$ cat src/core/status_led_pkg.sv
/*
  Constants for the system status indicator encoder: register map,
  field positions, reset values and blink timebase.
  Assumes a 125 MHz ref_clk and a classic Wishbone register bus.
*/
`default_nettype none
package status_led_pkg;

  localparam int unsigned CLK_HZ        = 125_000_000;
  localparam int unsigned SLOW_BLINK_HZ = 1;
  localparam int unsigned FAST_BLINK_HZ = 3;
  // Half periods, 50 percent duty
  localparam int unsigned SLOW_HALF_CYC = CLK_HZ / (2 * SLOW_BLINK_HZ);
  localparam int unsigned FAST_HALF_CYC = CLK_HZ / (2 * FAST_BLINK_HZ);

  // Register byte offsets
  localparam logic [7:0] OFF_POWER  = 8'h00;
  localparam logic [7:0] OFF_HEALTH = 8'h04;
  localparam logic [7:0] OFF_CTRL   = 8'h08;
  localparam logic [7:0] OFF_STATUS = 8'h0c;

  // POWER register fields
  localparam int POW_AC_PRESENT = 0;
  localparam int POW_S0         = 1;
  localparam int POW_S4         = 2;
  localparam int POW_S5         = 3;
  localparam int POW_LOW_OFF    = 4;
  localparam int POW_MGMT_UP    = 5;
  localparam int POW_LOADER     = 6;
  localparam int POW_OS_BOOT    = 7;
  localparam int POW_WIDTH      = 8;

  // HEALTH register fields, one per condition
  localparam int H_REDUND_LOSS  = 0;
  localparam int H_FAN_WARN     = 1;
  localparam int H_NONCRIT      = 2;
  localparam int H_PSU_PREDICT  = 3;
  localparam int H_DIMM_DISABLE = 4;
  localparam int H_SPARE_MIGR   = 5;
  localparam int H_MIRROR_UE    = 6;
  localparam int H_MIRROR_CE    = 7;
  localparam int H_BATTERY      = 8;
  localparam int H_MGMT_WDOG    = 9;
  localparam int H_PWR_CFG      = 10;
  localparam int H_DRIVE_CTRL   = 11;
  localparam int H_CRIT         = 12;
  localparam int H_REG_HOT      = 13;
  localparam int H_FAN_SHORT    = 14;
  localparam int H_FATAL        = 15;
  localparam int HEALTH_WIDTH   = 16;
  localparam int GREEN_FIRST    = 0;
  localparam int GREEN_LAST     = 11;
  localparam int AMBER_FIRST    = 12;
  localparam int AMBER_LAST     = 14;

  // CTRL fields
  localparam int CTRL_FAN_REDUNDANT = 0;
  localparam int CTRL_PSU_REDUNDANT = 1;
  localparam int CTRL_WIDTH         = 2;

  localparam logic [POW_WIDTH-1:0]    POWER_RESET  = 8'h00;
  localparam logic [HEALTH_WIDTH-1:0] HEALTH_RESET = 16'h0000;
  localparam logic [CTRL_WIDTH-1:0]   CTRL_RESET   = 2'h3;

  typedef enum logic [4:0] {
    SHOW_OFF        = 5'h01,
    SHOW_GREEN      = 5'h02,
    SHOW_GREEN_BLNK = 5'h04,
    SHOW_AMBER_BLNK = 5'h08,
    SHOW_AMBER      = 5'h10
  } show_type;

endpackage
`default_nettype wire

$ cat src/core/blink_if.sv
/*
  Interface carrying the blink phases from the timebase to the encoder.
  Assumes one clock domain shared by both ends.
*/
`timescale 1ns/1ps
`default_nettype none
interface blink_if;
  logic slowPhase;
  logic fastPhase;
  modport source (output slowPhase, output fastPhase);
  modport sink   (input slowPhase, input fastPhase);
endinterface
`default_nettype wire

$ cat src/core/blink_timebase.sv
/*
  Free-running blink timebase: about 1 Hz and 3 Hz square waves.
  Assumes ref_clk at the rate in the package.
*/
`timescale 1ns/1ps
`default_nettype none
module blink_timebase #(
  parameter int unsigned SLOW_HALF = status_led_pkg::SLOW_HALF_CYC,
  parameter int unsigned FAST_HALF = status_led_pkg::FAST_HALF_CYC
) (
  input wire logic ref_clk,
  input wire logic rstn,
  blink_if.source  phases
);

  logic [31:0] slowCnt_q;
  logic [31:0] fastCnt_q;

  always_ff @(posedge ref_clk or negedge rstn) begin
    if (!rstn) begin
      slowCnt_q        <= 32'h0;
      phases.slowPhase <= 1'b0;
    end else if (slowCnt_q == SLOW_HALF - 1) begin
      slowCnt_q        <= 32'h0;
      phases.slowPhase <= ~phases.slowPhase;
    end else begin
      slowCnt_q <= slowCnt_q + 32'h1;
    end
  end

  always_ff @(posedge ref_clk or negedge rstn) begin
    if (!rstn) begin
      fastCnt_q        <= 32'h0;
      phases.fastPhase <= 1'b0;
    end else if (fastCnt_q == FAST_HALF - 1) begin
      fastCnt_q        <= 32'h0;
      phases.fastPhase <= ~phases.fastPhase;
    end else begin
      fastCnt_q <= fastCnt_q + 32'h1;
    end
  end

endmodule
`default_nettype wire

$ cat src/core/system_status_led_encoder.sv
/*
  System status indicator encoder: two-colour green/amber LED plus the
  chassis identify indicator, driven from power and health flags written over
  classic Wishbone by the management controller.
  Assumes a single ref_clk domain and a Wishbone master keeping stb
  high until ack.
*/
// Design decisions made here: the placing of the registers and register access over Wishbone.
`timescale 1ns/1ps
`default_nettype none

module system_status_led_encoder #(
  parameter int unsigned SLOW_HALF = status_led_pkg::SLOW_HALF_CYC,
  parameter int unsigned FAST_HALF = status_led_pkg::FAST_HALF_CYC
) (
  input  wire logic        ref_clk,
  input  wire logic        rstn,
  input  wire logic        wb_cyc_i,
  input  wire logic        wb_stb_i,
  input  wire logic        wb_we_i,
  input  wire logic [7:0]  wb_adr_i,
  input  wire logic [31:0] wb_dat_i,
  input  wire logic [3:0]  wb_sel_i,
  output var  logic [31:0] wb_dat_o,
  output var  logic        wb_ack_o,
  output var  logic        greenLed,
  output var  logic        amberLed,
  output var  logic        chassis_identify_indicator
);

  ////////////////////////////////////////////////////////////////////////
  // Register bus

  logic [status_led_pkg::POW_WIDTH-1:0]    power_q;
  logic [status_led_pkg::HEALTH_WIDTH-1:0] health_q;
  logic [status_led_pkg::CTRL_WIDTH-1:0]   ctrl_q;
  status_led_pkg::show_type                show_q;
  status_led_pkg::show_type                show_d;
  logic                                    req;
  logic                                    wrEn;

  // Ack one cycle after stb, then low for a cycle
  assign req  = wb_cyc_i & wb_stb_i & ~wb_ack_o;
  assign wrEn = req & wb_we_i;

  always_ff @(posedge ref_clk or negedge rstn) begin
    if (!rstn) begin
      wb_ack_o <= 1'b0;
    end else begin
      wb_ack_o <= req;
    end
  end

  always_ff @(posedge ref_clk or negedge rstn) begin
    if (!rstn) begin
      power_q <= status_led_pkg::POWER_RESET;
    end else if (wrEn && wb_adr_i == status_led_pkg::OFF_POWER && wb_sel_i[0]) begin
      power_q <= wb_dat_i[status_led_pkg::POW_WIDTH-1:0];
    end
  end

  always_ff @(posedge ref_clk or negedge rstn) begin
    if (!rstn) begin
      health_q <= status_led_pkg::HEALTH_RESET;
    end else if (wrEn && wb_adr_i == status_led_pkg::OFF_HEALTH) begin
      if (wb_sel_i[0]) begin
        health_q[7:0] <= wb_dat_i[7:0];
      end
      if (wb_sel_i[1]) begin
        health_q[15:8] <= wb_dat_i[15:8];
      end
    end
  end

  always_ff @(posedge ref_clk or negedge rstn) begin
    if (!rstn) begin
      ctrl_q <= status_led_pkg::CTRL_RESET;
    end else if (wrEn && wb_adr_i == status_led_pkg::OFF_CTRL && wb_sel_i[0]) begin
      ctrl_q <= wb_dat_i[status_led_pkg::CTRL_WIDTH-1:0];
    end
  end

  // Unmapped offsets read zero and writes are dropped, still acked
  always_ff @(posedge ref_clk or negedge rstn) begin
    if (!rstn) begin
      wb_dat_o <= 32'h0;
    end else if (req && !wb_we_i) begin
      unique case (wb_adr_i)
        status_led_pkg::OFF_POWER:  wb_dat_o <= {24'h0, power_q};
        status_led_pkg::OFF_HEALTH: wb_dat_o <= {16'h0, health_q};
        status_led_pkg::OFF_CTRL:   wb_dat_o <= {30'h0, ctrl_q};
        status_led_pkg::OFF_STATUS: wb_dat_o <= {24'h0, chassis_identify_indicator,
                                                 amberLed, greenLed, show_q};
        default:                    wb_dat_o <= 32'h0;
      endcase
    end
  end

  ////////////////////////////////////////////////////////////////////////
  // Blink timebase

  blink_if phases ();

  blink_timebase #(
    .SLOW_HALF (SLOW_HALF),
    .FAST_HALF (FAST_HALF)
  ) u_timebase (
    .ref_clk (ref_clk),
    .rstn    (rstn),
    .phases  (phases)
  );

  ////////////////////////////////////////////////////////////////////////
  // Severity encoding

  logic poweredDown;
  logic mgmtBooting;
  logic greenCause;
  logic amberCause;
  logic healthy;
  logic redundLoss;
  logic fanWarn;
  logic psuPredict;

  // Off states: AC missing, low-power off, soft-off, hibernate
  assign poweredDown = ~power_q[status_led_pkg::POW_AC_PRESENT]
                     | power_q[status_led_pkg::POW_LOW_OFF]
                     | power_q[status_led_pkg::POW_S5]
                     | power_q[status_led_pkg::POW_S4];
  assign mgmtBooting = power_q[status_led_pkg::POW_LOADER]
                     | power_q[status_led_pkg::POW_OS_BOOT];

  // Redundancy-dependent causes only count when the subsystem is redundant
  assign redundLoss = health_q[status_led_pkg::H_REDUND_LOSS]
                    & (ctrl_q[status_led_pkg::CTRL_FAN_REDUNDANT]
                     | ctrl_q[status_led_pkg::CTRL_PSU_REDUNDANT]);
  assign fanWarn    = health_q[status_led_pkg::H_FAN_WARN]
                    & ~health_q[status_led_pkg::H_FAN_SHORT];
  assign psuPredict = health_q[status_led_pkg::H_PSU_PREDICT]
                    & ctrl_q[status_led_pkg::CTRL_PSU_REDUNDANT];

  assign greenCause = redundLoss | fanWarn | psuPredict
                    | health_q[status_led_pkg::H_NONCRIT]
                    | health_q[status_led_pkg::H_DIMM_DISABLE]
                    | health_q[status_led_pkg::H_SPARE_MIGR]
                    | health_q[status_led_pkg::H_MIRROR_UE]
                    | health_q[status_led_pkg::H_MIRROR_CE]
                    | (|health_q[status_led_pkg::H_DRIVE_CTRL:status_led_pkg::H_BATTERY])
                    | mgmtBooting;
  assign amberCause = |health_q[status_led_pkg::AMBER_LAST:status_led_pkg::AMBER_FIRST];
  assign healthy    = power_q[status_led_pkg::POW_S0] & power_q[status_led_pkg::POW_MGMT_UP];

  // Priority walks from most to least severe
  always_comb begin
    if (poweredDown) begin
      show_d = status_led_pkg::SHOW_OFF;
    end else if (health_q[status_led_pkg::H_FATAL]) begin
      show_d = status_led_pkg::SHOW_AMBER;
    end else if (amberCause) begin
      show_d = status_led_pkg::SHOW_AMBER_BLNK;
    end else if (greenCause || !healthy) begin
      show_d = status_led_pkg::SHOW_GREEN_BLNK;
    end else begin
      show_d = status_led_pkg::SHOW_GREEN;
    end
  end

  always_ff @(posedge ref_clk or negedge rstn) begin
    if (!rstn) begin
      show_q <= status_led_pkg::SHOW_OFF;
    end else begin
      show_q <= show_d;
    end
  end

  ////////////////////////////////////////////////////////////////////////
  // LED drive, registered so outputs come straight from flops

  always_ff @(posedge ref_clk or negedge rstn) begin
    if (!rstn) begin
      greenLed <= 1'b0;
      amberLed <= 1'b0;
    end else begin
      unique case (show_q)
        status_led_pkg::SHOW_OFF: begin
          greenLed <= 1'b0;
          amberLed <= 1'b0;
        end
        status_led_pkg::SHOW_GREEN: begin
          greenLed <= 1'b1;
          amberLed <= 1'b0;
        end
        status_led_pkg::SHOW_GREEN_BLNK: begin
          greenLed <= phases.slowPhase;
          amberLed <= 1'b0;
        end
        status_led_pkg::SHOW_AMBER_BLNK: begin
          greenLed <= 1'b0;
          amberLed <= phases.slowPhase;
        end
        status_led_pkg::SHOW_AMBER: begin
          greenLed <= 1'b0;
          amberLed <= 1'b1;
        end
        default: begin
          greenLed <= 1'b0;
          amberLed <= 1'b0;
        end
      endcase
    end
  end

  // Bootloader phase wins over OS boot if both flags are set
  always_ff @(posedge ref_clk or negedge rstn) begin
    if (!rstn) begin
      chassis_identify_indicator <= 1'b0;
    end else if (power_q[status_led_pkg::POW_LOADER]) begin
      chassis_identify_indicator <= phases.fastPhase;
    end else begin
      chassis_identify_indicator <= power_q[status_led_pkg::POW_OS_BOOT];
    end
  end

  ////////////////////////////////////////////////////////////////////////
  // Assertions

  a_never_both_colours: assert property (@(posedge ref_clk) disable iff (!rstn)
    !(greenLed && amberLed)) else $error("both colours lit");

  a_off_is_dark: assert property (@(posedge ref_clk) disable iff (!rstn)
    poweredDown |=> ##1 (!greenLed && !amberLed)) else $error("indicator lit while off");

  a_healthy_green: assert property (@(posedge ref_clk) disable iff (!rstn)
    (healthy && !poweredDown && !greenCause && !amberCause && !health_q[status_led_pkg::H_FATAL])
      |=> ##1 (greenLed && !amberLed)) else $error("healthy not solid green");

  a_fatal_amber: assert property (@(posedge ref_clk) disable iff (!rstn)
    (!poweredDown && health_q[status_led_pkg::H_FATAL]) |=> ##1 amberLed) else $error("fatal not solid amber");

  a_amber_over_green: assert property (@(posedge ref_clk) disable iff (!rstn)
    (!poweredDown && amberCause && !health_q[status_led_pkg::H_FATAL])
      |=> (show_q == status_led_pkg::SHOW_AMBER_BLNK)) else $error("amber blink not chosen");

  a_green_degraded: assert property (@(posedge ref_clk) disable iff (!rstn)
    (!poweredDown && health_q[status_led_pkg::H_BATTERY] && !amberCause && !health_q[status_led_pkg::H_FATAL])
      |=> (show_q == status_led_pkg::SHOW_GREEN_BLNK)) else $error("battery fault not green blink");

  a_amber_blink_follows: assert property (@(posedge ref_clk) disable iff (!rstn)
    (show_q == status_led_pkg::SHOW_AMBER_BLNK) |=> (amberLed == $past(phases.slowPhase)))
    else $error("amber blink not on phase");

  a_os_boot_solid: assert property (@(posedge ref_clk) disable iff (!rstn)
    (power_q[status_led_pkg::POW_OS_BOOT] && !power_q[status_led_pkg::POW_LOADER])
      |=> chassis_identify_indicator) else $error("identify not solid in os boot");

  a_loader_blink: assert property (@(posedge ref_clk) disable iff (!rstn)
    power_q[status_led_pkg::POW_LOADER] |=> (chassis_identify_indicator == $past(phases.fastPhase)))
    else $error("identify not fast blink in loader");

  a_ack_one_pulse: assert property (@(posedge ref_clk) disable iff (!rstn)
    wb_ack_o
      |=> !wb_ack_o) else $error("ack longer than one cycle");

  a_ack_answers: assert property (@(posedge ref_clk) disable iff (!rstn)
    (wb_cyc_i && wb_stb_i && !wb_ack_o)
      |=> wb_ack_o) else $error("request not acked");

  a_ack_unasked: assert property (@(posedge ref_clk) disable iff (!rstn)
    !(wb_cyc_i && wb_stb_i)
      |=> !wb_ack_o) else $error("ack without request");

  a_ctrl_readback: assert property (@(posedge ref_clk) disable iff (!rstn)
    (req && !wb_we_i && wb_adr_i == status_led_pkg::OFF_CTRL)
      |=> (wb_dat_o == {30'h0, $past(ctrl_q)})) else $error("ctrl read data wrong");

  a_power_write: assert property (@(posedge ref_clk) disable iff (!rstn)
    (wrEn && wb_adr_i == status_led_pkg::OFF_POWER && wb_sel_i[0])
      |=> ({24'h0, power_q} == ($past(wb_dat_i) & 32'h0000_00ff))) else $error("power write lost");

  a_unmapped_zero: assert property (@(posedge ref_clk) disable iff (!rstn)
    (req && !wb_we_i && wb_adr_i > status_led_pkg::OFF_STATUS)
      |=> (wb_dat_o == 32'h0)) else $error("unmapped read not zero");

  a_off_show: assert property (@(posedge ref_clk) disable iff (!rstn)
    poweredDown
      |=> (show_q == status_led_pkg::SHOW_OFF)) else $error("off state not chosen");

  a_fatal_chosen: assert property (@(posedge ref_clk) disable iff (!rstn)
    (!poweredDown && health_q[status_led_pkg::H_FATAL])
      |=> (show_q == status_led_pkg::SHOW_AMBER)) else $error("solid amber not chosen");

  a_hot_fans_amber: assert property (@(posedge ref_clk) disable iff (!rstn)
    (!poweredDown && !health_q[status_led_pkg::H_FATAL]
     && (health_q[status_led_pkg::H_REG_HOT] || health_q[status_led_pkg::H_FAN_SHORT]))
      |=> (show_q == status_led_pkg::SHOW_AMBER_BLNK)) else $error("hot or fan short not amber");

  a_boot_degraded: assert property (@(posedge ref_clk) disable iff (!rstn)
    (!poweredDown && mgmtBooting && !amberCause && !health_q[status_led_pkg::H_FATAL])
      |=> (show_q == status_led_pkg::SHOW_GREEN_BLNK)) else $error("boot not green blink");

  a_redund_gated: assert property (@(posedge ref_clk) disable iff (!rstn)
    (!poweredDown && healthy && health_q == 16'h0001 && ctrl_q == 2'h0)
      |=> (show_q == status_led_pkg::SHOW_GREEN)) else $error("loss counted without redundancy");

  a_psu_gated: assert property (@(posedge ref_clk) disable iff (!rstn)
    (!poweredDown && healthy && health_q == 16'h0008 && !ctrl_q[status_led_pkg::CTRL_PSU_REDUNDANT])
      |=> (show_q == status_led_pkg::SHOW_GREEN)) else $error("predictive counted without redundancy");

  a_fan_warn_green: assert property (@(posedge ref_clk) disable iff (!rstn)
    (!poweredDown && health_q == 16'h0002)
      |=> (show_q == status_led_pkg::SHOW_GREEN_BLNK)) else $error("fan warning not green blink");

  a_green_blink_phase: assert property (@(posedge ref_clk) disable iff (!rstn)
    (show_q == status_led_pkg::SHOW_GREEN_BLNK)
      |=> (greenLed == $past(phases.slowPhase) && !amberLed)) else $error("green blink not on phase");

  a_solid_green_out: assert property (@(posedge ref_clk) disable iff (!rstn)
    (show_q == status_led_pkg::SHOW_GREEN)
      |=> (greenLed && !amberLed)) else $error("solid green not driven");

  a_identify_idle: assert property (@(posedge ref_clk) disable iff (!rstn)
    (!power_q[status_led_pkg::POW_LOADER] && !power_q[status_led_pkg::POW_OS_BOOT])
      |=> !chassis_identify_indicator) else $error("identify lit outside boot");

endmodule
`default_nettype wire

$ cat config.mk
export PLATFORM = sky130hd
export DESIGN_NAME = system_status_led_encoder
export DESIGN_NICKNAME = d
export VERILOG_FILES = /design/src/core/status_led_pkg.sv /design/src/core/blink_if.sv /design/src/core/blink_timebase.sv /design/src/core/system_status_led_encoder.sv
export SDC_FILE = /design/constraint.sdc
export NUM_CORES = 1
export LEC_CHECK = 0
export BUFFER_PORTS_ARGS = -buffer_cell sky130_fd_sc_hd__buf_2
export CORE_UTILIZATION = 50
export DETAILED_ROUTE_END_ITERATION = 8
export PLACE_DENSITY = 0.75
export SETUP_SLACK_MARGIN = 0.5
export SLEW_MARGIN = 25
export SYNTH_ARGS = -nofsm -noshare
export SYNTH_HDL_FRONTEND = slang
export SYNTH_HIERARCHICAL = 1
export SYNTH_SLANG_ARGS = --single-unit
$ cat constraint.sdc
create_clock -name ref_clk -period 3.05 [get_ports ref_clk]
set_input_delay 0.305 -clock ref_clk [delete_from_list [all_inputs] [get_ports ref_clk]]
set_output_delay 0.305 -clock ref_clk [all_outputs]
set_load 0.02 [all_outputs]
; Yosys cells after proc, flatten, opt, wreduce, memory -nomap -nowiden
; Index checks and enable logic that the tools add are counted.
[classes]
n_eq_ne = 9
reduce_logical = 14
bitwise_logic = 26
addsub = 2
n_mux = 10
[ops]
columns = op, count
row1 = adder 32 x 1 -> 32 bit (second input constant), 2
row2 = 2-to-1 mux 32 bit, 2
row3 = one-hot mux 16 bit (4 select lines), 1
row4 = equality test 32 x 25 -> 1 bit (second input constant), 1
row5 = equality test 32 x 26 -> 1 bit (second input constant), 1
row6 = equality test 8 x 4 -> 1 bit (second input constant), 2
row7 = OR 1 bit, 14
row8 = 2-to-1 mux 5 bit, 2
row9 = equality test 8 x 3 -> 1 bit (second input constant), 1
row10 = logical NOT 8 bit, 1
row11 = AND 1 bit, 7
row12 = logical AND 1 bit, 6
row13 = equality test 5 x 2 -> 1 bit (second input constant), 1
row14 = equality test 5 x 3 -> 1 bit (second input constant), 1
row15 = equality test 5 x 4 -> 1 bit (second input constant), 1
row16 = equality test 5 bit (second input constant), 1
row17 = NOT 1 bit, 5
row18 = 2-to-1 mux 4 bit, 1
row19 = one-hot mux 1 bit (2 select lines), 2
row20 = AND reduction 2 bit, 2
row21 = OR reduction 4 bit, 1
row22 = 2-to-1 mux 3 bit, 1
row23 = OR reduction 3 bit, 1
row24 = logical NOT 1 bit, 2
row25 = other kinds (2), 2
[totals]
input_bits = 49
reg_bits = 133
out_inout_bits = 36
wordCells = 75

; Longest topological paths before layout
; Gate-level depths: netlist of run 1.
[logic_depth]
word_depth = 16
depth_mapped = 7

; Hierarchy
; The synthesis of run 1 kept the hierarchy.
[by_module_without_submodules]
columns = module, area_per_inst_um2, cells_per_inst, seq_area_each_um2, instances
row1 = blink_timebase, 3259.4, 314, 1651.6, 1
row2 = system_status_led_encoder, 2369.8, 179, 1280.0, 1

; Worst setup path after synthesis of run 1
; Ideal clock, no wire load.
[synth_timing]
path_kind = register to register
startpoint = register u_timebase.fastCnt_q[12]
endpoint = register u_timebase.fastCnt_q[20]
path_buffers = 1
path_stages_with_launch = 6
setup_time_ps = 134
setup_slack_ps = 1064
arrival_ps = 1851
synth_period_minus_slack_ps = 1986
cell_sequence = dfrtp_1 -> or4b_1 -> or4_4 -> nor2_4 -> buf_4 -> a21oi_1
[synth_between]
elab_chain_cells = 2
[synth_lines]
columns = item, line_no
row1 = start: declaration, blink_timebase.sv:17  ; logic [31:0] fastCnt_q;
row2 = start signal: assignment, blink_timebase.sv:39  ; fastCnt_q <= fastCnt_q + 32'h1;
row3 = adder 32 x 1 -> 32 bit / equality test 32 x 25 -> 1 bit (equally long branches), "blink_timebase.sv:39, blink_timebase.sv:35"
row4 = 2-to-1 mux 32 bit *, blink_timebase.sv:35  ; end else if (fastCnt_q == FAST_HALF - 1) begin
; Every way passes the cells marked *; elsewhere a longest branch is shown, timed or not.
; A chain may end at the register's enable or synchronous reset.

; Worst setup path in the final report of run 1
[layout_timing]
startpoint = register u_timebase.slowCnt_q[5]
endpoint = register u_timebase.phases.slowPhase
[layout_between]
elab_chain_cells = 1
[layout_lines]
columns = item, line_no
row1 = start: declaration, blink_timebase.sv:16  ; logic [31:0] slowCnt_q;
row2 = start signal: assignment, blink_timebase.sv:27  ; slowCnt_q <= slowCnt_q + 32'h1;
row3 = equality test 32 x 26 -> 1 bit, blink_timebase.sv:23  ; end else if (slowCnt_q == SLOW_HALF - 1) begin
row4 = end signal: assignment, blink_timebase.sv:25  ; phases.slowPhase <= ~phases.slowPhase;
row5 = end: declaration, blink_if.sv:10  ; modport source (output slowPhase, output fastPhase);
; No other way between the ends.

==> run summary, run 1 <==
========================================================================================================
Outcome                                                                                     finished clean
GRT Total Usage                                                                                    21.6%
# rows                                                                                                38
Commonest register cell after synthesis                                                     sky130_fd_sc_hd__dfrtp_1
Final setup skew                                                                              0.00906 ns
Netlist cell types                                                                                    57
Leak Pwr                                                                                         3.04 nW
Number of antenna violations at the first check in global routing                                      1
Number of detailed-routing iterations run before antenna repair                                        4
Crit end category                                                                                   flop
Total number of nets in the final design                                                             616
Clock power share                                                                                  53.4%
Layout-stage area growth over the synthesis result                                                 17.7%
Maxcap violations                                                                                      0
Setup Viol. Count Final                                                                                0
Global route total overflow                                                                            0
Vias                                                                                                4132
Startpoint type of the worst setup path                                                             flop
Syn Inst Count                                                                                       493
Setup Total Neg Slack                                                                               0 ns
Port-buffer cells                                                                                     50
CTS tree                                                                                             yes
Highest attainable clock frequency                                                             0.449 GHz
DRC marker count from the first detailed-route iteration                                             245
Antenna-violating nets left                                                                            0
Final worst path period need                                                                     2.23 ns
# IOs                                                                                                 85
Cell Area, Placed                                                                             5990 sq um
Die outline width                                                                                 108 um
Via density per instance                                                                            5.75
Clock insertion delay at the later pin of the skew report                                        0.52 ns
Total number of clock tree sinks                                                                     117
Count of endpoints failing hold in the final timing report                                             0
Worst path arrival time                                                                          2.59 ns
Pwr Total                                                                                        3.59 mW
Post-Syn Area                                                                                 5630 sq um
Cell internal power dissipation                                                                  2.78 mW
Post-CTS clock slew at the launch and capture registers of the worst setup and hold paths        0.06 ns
Post-route clock period utilization                                                                73.1%
Area of the die                                                                              11700 sq um
Worst Path Class, Setup                                                                          reg2reg
Slew @ Worst Pin                                                                                0.954 ns
Peak supply drop                                                                                0.342 mV
Drc violations                                                                                         0
GPL Wtd Cong                                                                                       0.856
Minimum hold slack                                                                             0.0240 ns
HPWL reported at the end of detailed placement                                                   7840 um
NetSw                                                                                             808 uW
Power Dens Cells                                                                             542 nW/um^2
Worst setup slack after placement                                                               0.704 ns
Post-synthesis area per instance                                                              11.4 sq um
Max Slew Vio Count                                                                                     0
Synth warn                                                                                             6
Switching share of power                                                                           22.5%
Max_slew headroom                                                                                  35.8%
Routed Wire Length                                                                              11500 um
Endpoint required time on the critical path                                                      3.41 ns
Part of the power in registers                                                                     43.5%
Starting utilization of the core area                                                              51.7%
Post-route standard cell area excluding fillers                                               6630 sq um
Number of buffers created by CTS                                                                      17
Area of the core region                                                                      10900 sq um
Wire length of the first global-routing pass                                                    19200 um
Portion of total power attributed to combinational logic                                            3.1%
Number of enable flip-flop cells after synthesis                                                       0
Final critical-path setup slack                                                                 0.821 ns
Number of synthesized register bits                                                                  117
Sequential area share after synthesis                                                              52.1%
Buffer type at the clock tree root                                                          sky130_fd_sc_hd__clkbuf_8
Unrepaired setup endpoints after global routing                                                       no
Maximum number of pins on one net before global-route repair                                          55
Async set-reset flop share out of synthesis                                                         100%
Largest fanout on the critical path                                                                   14
Number of global-route vias before repair                                                           3988
H-Tree Depth                                                                                           4
Layout cell share with drive strength beyond 1                                                     23.9%
Worst min-delay path class                                                                        in2reg
Routed WL per cell                                                                               16.0 um
Die height                                                                                        108 um
Longest Clk Path Bufs                                                                                  2
========================================================================================================
-- per-layer routing --
layer	global-route usage [%]	share of wire, %	vias to the layer above
li1	-	-	1942
met1	27.9	46	2074
met2	33.7	49	106
met3	5.91	4.5	10
met4	9.98	1.1	0
met5	0	0	-
-- sequential cells by signal, indices dropped and copies added (netlist names) --
name,flops
u_timebase/fastCnt_q,32
u_timebase/slowCnt_q,32
health_q,16
wb_dat_o,16
power_q,8
show_q,5
ctrl_q,2
amberLed,1
chassis_identify_indicator,1
greenLed,1
u_timebase/phases.fastPhase,1
u_timebase/phases.slowPhase,1
wb_ack_o,1
-- worst paths after layout --
check | slack (ns) | end | from | depth (start not counted)
setup / recovery | 0.82 | u_timebase/phases.slowPhase$_DFFE_PN0N_ | u_timebase/slowCnt_q[5]$_DFF_PN0_ | 4
hold / removal | 0.02 | health_q[11]$_DFFE_PN0P_ | wb_dat_i[11] | 2
setup reg to reg | 0.82 | u_timebase/phases.slowPhase$_DFFE_PN0N_ | u_timebase/slowCnt_q[5]$_DFF_PN0_ | 4
hold reg to reg | 0.47 | greenLed$_DFF_PN0_ | show_q[4]$_DFF_PN0_ | 1
max in group asynchronous | 1.82 | show_q[0]$_DFF_PN1_ | rstn | 3
min in group asynchronous | 0.36 | wb_dat_o[12]$_DFFE_PN0P_ | rstn | 2
-- layout by cell type (no fill, tap or decap), types with 12 or more instances in the layout --
cell type                   count
sky130_fd_sc_hd__buf_2         49
sky130_fd_sc_hd__clkbuf_16     16
sky130_fd_sc_hd__conb_1        16
sky130_fd_sc_hd__dfrtp_1      114
sky130_fd_sc_hd__inv_1         12
sky130_fd_sc_hd__mux2_2        28
sky130_fd_sc_hd__nand2_1       30
sky130_fd_sc_hd__nand3_1       28
sky130_fd_sc_hd__nand4_1       26
sky130_fd_sc_hd__nor2_1        21
sky130_fd_sc_hd__nor4_1        16
sky130_fd_sc_hd__o21ai_0       16
sky130_fd_sc_hd__xnor2_1       33
-- cells in the mapped netlist (4+ instances only) --
cell	count	area (sq um)
sky130_fd_sc_hd__nand3_1	28	140
sky130_fd_sc_hd__mux2i_1	11	110
sky130_fd_sc_hd__nor3_1	11	55.1
sky130_fd_sc_hd__xor2_1	11	96.3
sky130_fd_sc_hd__inv_1	12	45.0
sky130_fd_sc_hd__nor2_1	21	78.8
sky130_fd_sc_hd__nand3b_1	6	45.0
sky130_fd_sc_hd__nand4_1	26	163
sky130_fd_sc_hd__o31ai_1	4	30.0
sky130_fd_sc_hd__nor4_1	16	100
sky130_fd_sc_hd__and3_1	9	56.3
sky130_fd_sc_hd__and4_1	5	43.8
sky130_fd_sc_hd__o21ai_0	16	80.1
sky130_fd_sc_hd__a22o_1	10	87.6
sky130_fd_sc_hd__nand2_1	30	113
sky130_fd_sc_hd__dfrtp_1	114	2850
sky130_fd_sc_hd__clkbuf_1	5	18.8
sky130_fd_sc_hd__xnor2_1	33	289
sky130_fd_sc_hd__a21oi_1	11	55.1
sky130_fd_sc_hd__mux2_2	28	315
sky130_fd_sc_hd__or3_1	10	62.6
sky130_fd_sc_hd__buf_4	17	128
sky130_fd_sc_hd__nor4_4	4	85.1
sky130_fd_sc_hd__a2bb2oi_1	6	52.6
-- repair_timing --
action                    in CTS  in global routing
gates resized for setup        0                  0
setup buffers                  0                  0
hold buffers                   5                  0
hold endpoints to repair      55                  0
-- worst max-delay path: stages (launching register included) --
cell and delay (ns):
sky130_fd_sc_hd__dfrtp_1 0.45, sky130_fd_sc_hd__or3_1 0.40, sky130_fd_sc_hd__or3_1 0.40, sky130_fd_sc_hd__nor4_4 0.68, sky130_fd_sc_hd__xor2_1 0.14
-- per-stage QoR --
stage / util, % / instances
after floorplan: - / 508
after global placement: 55.0 / 680
after detailed placement: 55.0 / 680
after CTS: 60.8 / 717
after global routing: 60.8 / 718
final: 60.8 / 718
-- logic make-up after synthesis --
kind of cell | count (synthesis) | share of synthesized area (%)
buf+inv | 37 | 3.89
compound gates | 54 | 6.45
simple gates | 195 | 21.4
mux | 42 | 8.56
fa+ha+maj | 3 | 0.667
xor+xnor | 44 | 6.85
flops | 117 | 52.1
other cells | 1 | 0.0666
-- power by group through the flow --
stage	registers (mW)	clock network (mW)	logic [mW]
finish	1.56	1.92	0.113
global route	1.56	2.02	0.127
CTS	1.56	1.95	0.115
detailed placement	1.59	0	0.109
global placement	1.59	0	0.106
floorplan	1.59	0	0.0617
-- area by class of cell --
cell class	count	area [sq um]
clock inverter	14	153
fill	859	4260
antenna	1	2.50
multi-input combinational	354	2530
tap	140	175
timing repair buffer	62	355
inverter	12	45.0
clock buffer	18	428
sequential	117	2930
Note: power is estimated with default switching activity, not from simulation.
==> inputs of run 2 (changes only) <==
- ABC_AREA: unset -> 1
- PLACE_DENSITY: 0.75 -> 0.77
- clock period: 3.05 -> 1.85 ns (I/O delays scaled with it)
==> run 2 against run 1 <==
  * Sequential share of layout area decreased by 9.8 points
  * Worst hold slack got worse by 0.0097 ns
  * Cell count up 71%
  * Worst setup slack worse by 0.51 ns
  * Critical path depth rose by 6
  * Synthesized cell count is 89% higher
  * Critical path type unchanged
  * Wire length rose by 46%
  * First-iteration DRC count grew 93%
==> run summary, run 2 <==
========================================================================================================
Minimum hold slack                                                                             0.0142 ns   -0.00974 ns
Hold path startpoint                                                                        wb_dat_i[14]
Antenna-violating nets left                                                                            0   unchanged
Largest registers                                                                           u_timebase/fastCnt_q (32), u_timebase/slowCnt_q (32)
HPWL reported at the end of detailed placement                                                  10400 um   +32%
Switching share of power                                                                           22.8%   +0.28 points
Startpoint of the lowest-slack register-to-register path                                    u_timebase/fastCnt_q[0]$_DFF_PN0_
Post-Syn Area                                                                                 6700 sq um   +19%
Most frequent cell on the critical path                                                     sky130_fd_sc_hd__nand2_1
Buf/Inv on CP                                                                                          2   +2
Largest fanout on the critical path                                                                    4   -10
Endpoint required time on the critical path                                                      2.20 ns   -1.21 ns
Post-CTS clock slew at the launch and capture registers of the worst setup and hold paths        0.06 ns   about the same
Routed Wire Length                                                                              16800 um   +46%
Post-synthesis area per instance                                                              7.18 sq um   -37%
Number of synthesized register bits                                                                  117   unchanged
Most used standard cell by instance count after synthesis                                   sky130_fd_sc_hd__nand2_1
Longest Clk Path Bufs                                                                                  2   unchanged
Number of enable flip-flop cells after synthesis                                                       0   unchanged
Max incr delay on CP                                                                             0.39 ns   -0.29 ns
Worst min-delay path class                                                                        in2reg
Layout-stage area growth over the synthesis result                                                 28.1%
Worst Path Class, Setup                                                                          reg2reg
Area of the die                                                                              13900 sq um   +19%
NetSw                                                                                            1.36 mW   +68%
Wire length of the first global-routing pass                                                    26500 um   +38%
Share of the synthesized area in the top cell type                                                 42.6%   -8.1 points
GPL Wtd Cong                                                                                       0.880   +2.9%
Final Util                                                                                         66.9%   +6.1 points
Max_slew headroom                                                                                  56.4%   +21 points
Vias                                                                                                6241   +51%
Buffer type at the clock tree root                                                          sky130_fd_sc_hd__clkbuf_16
H-Tree Depth                                                                                           4   unchanged
Cell internal power dissipation                                                                  4.60 mW   +65%
Netlist cell types                                                                                    33   -42%
Outcome                                                                                     finished clean
Maxcap violations                                                                                      0   unchanged
Maximum number of pins on one net before global-route repair                                         118   +110%
DRC marker count from the first detailed-route iteration                                             473   +93%
Clock power share                                                                                  53.6%   +0.2 points
Portion of total power attributed to combinational logic                                            3.2%   about the same
Async set-reset flop share out of synthesis                                                         100%   unchanged
Crit end category                                                                                   flop
Starting utilization of the core area                                                              52.2%   +0.53 points
CP max stage cell                                                                           sky130_fd_sc_hd__dfrtp_1
Worst setup slack for register-to-register paths                                                 0.31 ns   -0.51 ns
Number of detailed-routing iterations run before antenna repair                                        5   +1
Area of the core region                                                                      12800 sq um   +18%
CP top delay family                                                                         simple AND/OR/NAND/NOR gates
Final setup skew                                                                              0.00590 ns   -0.00316 ns
Commonest register cell after synthesis                                                     sky130_fd_sc_hd__dfrtp_1
Count of endpoints failing hold in the final timing report                                             0   unchanged
Sequential area share after synthesis                                                              43.8%   -8.3 points
Number of buffers created by CTS                                                                      17   unchanged
Layout cell share with drive strength beyond 1                                                     29.0%   +5.1 points
Worst setup slack after placement                                                               0.203 ns   -0.501 ns
# IOs                                                                                                 85   unchanged
Global route total overflow                                                                            0   unchanged
Most common library cell in the layout ignoring fill and taps                               sky130_fd_sc_hd__nand2_1
Number of global-route vias before repair                                                           5804   +46%
Number of antenna violations at the first check in global routing                                      0   -1
Highest-count cells in the layout ignoring fill and taps                                    sky130_fd_sc_hd__nand2_1 (265), sky130_fd_sc_hd__nor2_1 (124), sky130_fd_sc_hd__inv_1 (119), sky130_fd_sc_hd__dfrtp_1 (94), sky130_fd_sc_hd__nand3_1 (55)
Setup Viol. Count Final                                                                                0   unchanged
Slew @ Worst Pin                                                                                0.654 ns   -0.300 ns
Peak supply drop                                                                                0.628 mV   +83%
Max Slew Vio Count                                                                                     0   unchanged
Hold Path End                                                                               health_q[14]$_DFFE_PN0P_
Path depth of the worst reg2reg path                                                                  10   +6
Setup Total Neg Slack                                                                               0 ns   unchanged
Port-buffer cells                                                                                     50   unchanged
Leading post-synthesis cells by instance count                                              sky130_fd_sc_hd__nand2_1 (285), sky130_fd_sc_hd__nor2_1 (164), sky130_fd_sc_hd__inv_1 (129)
Routed WL per cell                                                                               13.6 um   -15%
Startpoint type of the worst setup path                                                             flop
Die outline width                                                                                 118 um   +8.9%
Dominant cell type by area after synthesis                                                  sky130_fd_sc_hd__dfrtp_1
Die height                                                                                        118 um   +8.9%
Reg-to-reg critical path endpoint                                                           u_timebase/fastCnt_q[30]$_DFF_PN0_
Clock insertion delay at the later pin of the skew report                                        0.41 ns   -0.11 ns
Power Dens Cells                                                                             694 nW/um^2   +28%
Highest attainable clock frequency                                                             0.650 GHz   +45%
Hold Path Cell Cnt                                                                                     3   +1
Total number of clock tree sinks                                                                     117   unchanged
Total number of nets in the final design                                                            1097   +78%
CTS tree                                                                                             yes
Post-route clock period utilization                                                                83.2%   +10 points
GRT Total Usage                                                                                    23.8%   +2.3 points
# rows                                                                                                41   +7.9%
Part of the power in registers                                                                     43.2%   -0.3 points
Via density per instance                                                                            5.07   -12%
Main area contributors after synthesis                                                      sky130_fd_sc_hd__dfrtp_1 (43%), sky130_fd_sc_hd__nand2_1 (16%), sky130_fd_sc_hd__nor2_1 (9.2%)
Drc violations                                                                                         0   unchanged
Syn Inst Count                                                                                       933   +89%
# diodes                                                                                               0   -1
Final critical-path setup slack                                                                 0.311 ns   -0.510 ns
Worst path arrival time                                                                          1.89 ns   -0.70 ns
Final worst path period need                                                                     1.54 ns   -0.690 ns
Leak Pwr                                                                                         4.23 nW   +39%
Synth warn                                                                                             6   unchanged
Unrepaired setup endpoints after global routing                                                      yes
Cells along the critical path                                                               ha_2, nand2_2, nor2_4, nand2_2, nor2_4, buf_4, nand2_1, nand2_1, nand2_1, inv_1
========================================================================================================
-- run 2: worst max path at each step --
stage                                           start                            endpoint  slack [ns]  cells past startpoint
detailed placement  u_timebase/fastCnt_q[0]$_DFF_PN0_  u_timebase/fastCnt_q[21]$_DFF_PN0_        0.20                      9
CTS                 u_timebase/fastCnt_q[1]$_DFF_PN0_  u_timebase/fastCnt_q[30]$_DFF_PN0_        0.41                      8
global route        u_timebase/fastCnt_q[0]$_DFF_PN0_  u_timebase/fastCnt_q[30]$_DFF_PN0_        0.20                     10
floorplan           u_timebase/slowCnt_q[0]$_DFF_PN0_  u_timebase/slowCnt_q[20]$_DFF_PN0_        0.52                      8
finish              u_timebase/fastCnt_q[0]$_DFF_PN0_  u_timebase/fastCnt_q[30]$_DFF_PN0_        0.31                     10
global placement    u_timebase/fastCnt_q[0]$_DFF_PN0_  u_timebase/fastCnt_q[14]$_DFF_PN0_        0.23                      9
-- run 2: through the flow --
stage	instance area, sq um	power, mW	instances
2_1_floorplan	6760	2.72	948
3_3_place_gp	7110	2.80	1153
3_5_place_dp	7110	2.80	1153
4_1_cts	8070	5.99	1206
5_1_grt	8580	6.15	1230
6_report	8580	5.95	1230
-- run 2: area by class of cell --
class | count | area (sq um)
repair inverters | 1 | 7.51
multi-input cells | 680 | 3660
repair buffers | 98 | 669
fillers | 1028 | 4240
inverters | 130 | 497
flip-flops and latches | 117 | 2960
well taps | 172 | 215
clock inverters | 15 | 158
clock buffers | 17 | 425
-- run 2: logic make-up (layout without fill, tap and decap cells) --
| kind of cell | Yosys count | in the layout | share of synthesized area [%] |
|---|---|---|---|
| adders and majority gates | 3 | 3 | 0.560 |
| AOI/OAI and AO/OA | 51 | 51 | 4.89 |
| and+or+nand+nor | 583 | 585 | 37.6 |
| other | 1 | 16 | 0.0560 |
| DFF | 117 | 117 | 43.8 |
| buffers and inverters | 153 | 261 | 9.88 |
| xor gates and xnor gates | 25 | 25 | 3.27 |
-- run 2: power groups by stage --
| stage | logic, mW | registers, mW | clock network, mW |
|---|---|---|---|
| final | 0.188 | 2.57 | 3.19 |
| after global routing | 0.213 | 2.57 | 3.36 |
| after CTS | 0.185 | 2.57 | 3.24 |
| after detailed placement | 0.181 | 2.62 | 0 |
| after global placement | 0.179 | 2.62 | 0 |
| after floorplan | 0.0981 | 2.62 | 0 |
-- run 2: what timing repair did --
action,in CTS,in global routing
hold buffers,2,0
pin swaps,36,52
gates resized for setup,66,96
setup endpoints to repair,74,96
hold endpoints to repair,115,0
setup buffers,17,23
cloned,2,1
-- run 2: layer usage --
metal | vias to the layer above | track usage [%] | wire length (um)
li1 | 3053 | - | -
met1 | 2918 | 30.0 | 7020
met2 | 225 | 39.9 | 8370
met3 | 45 | 5.77 | 961
met4 | 0 | 8.17 | 411
met5 | - | 0 | 0
-- run 2: worst register-to-register path, delay by kind of cell (launching register included) --
kind | cells | cell delay [ns]
fa+ha+maj | 1 | 0.20
buf+inv | 2 | 0.21
flops | 1 | 0.39
simple gates | 7 | 0.67
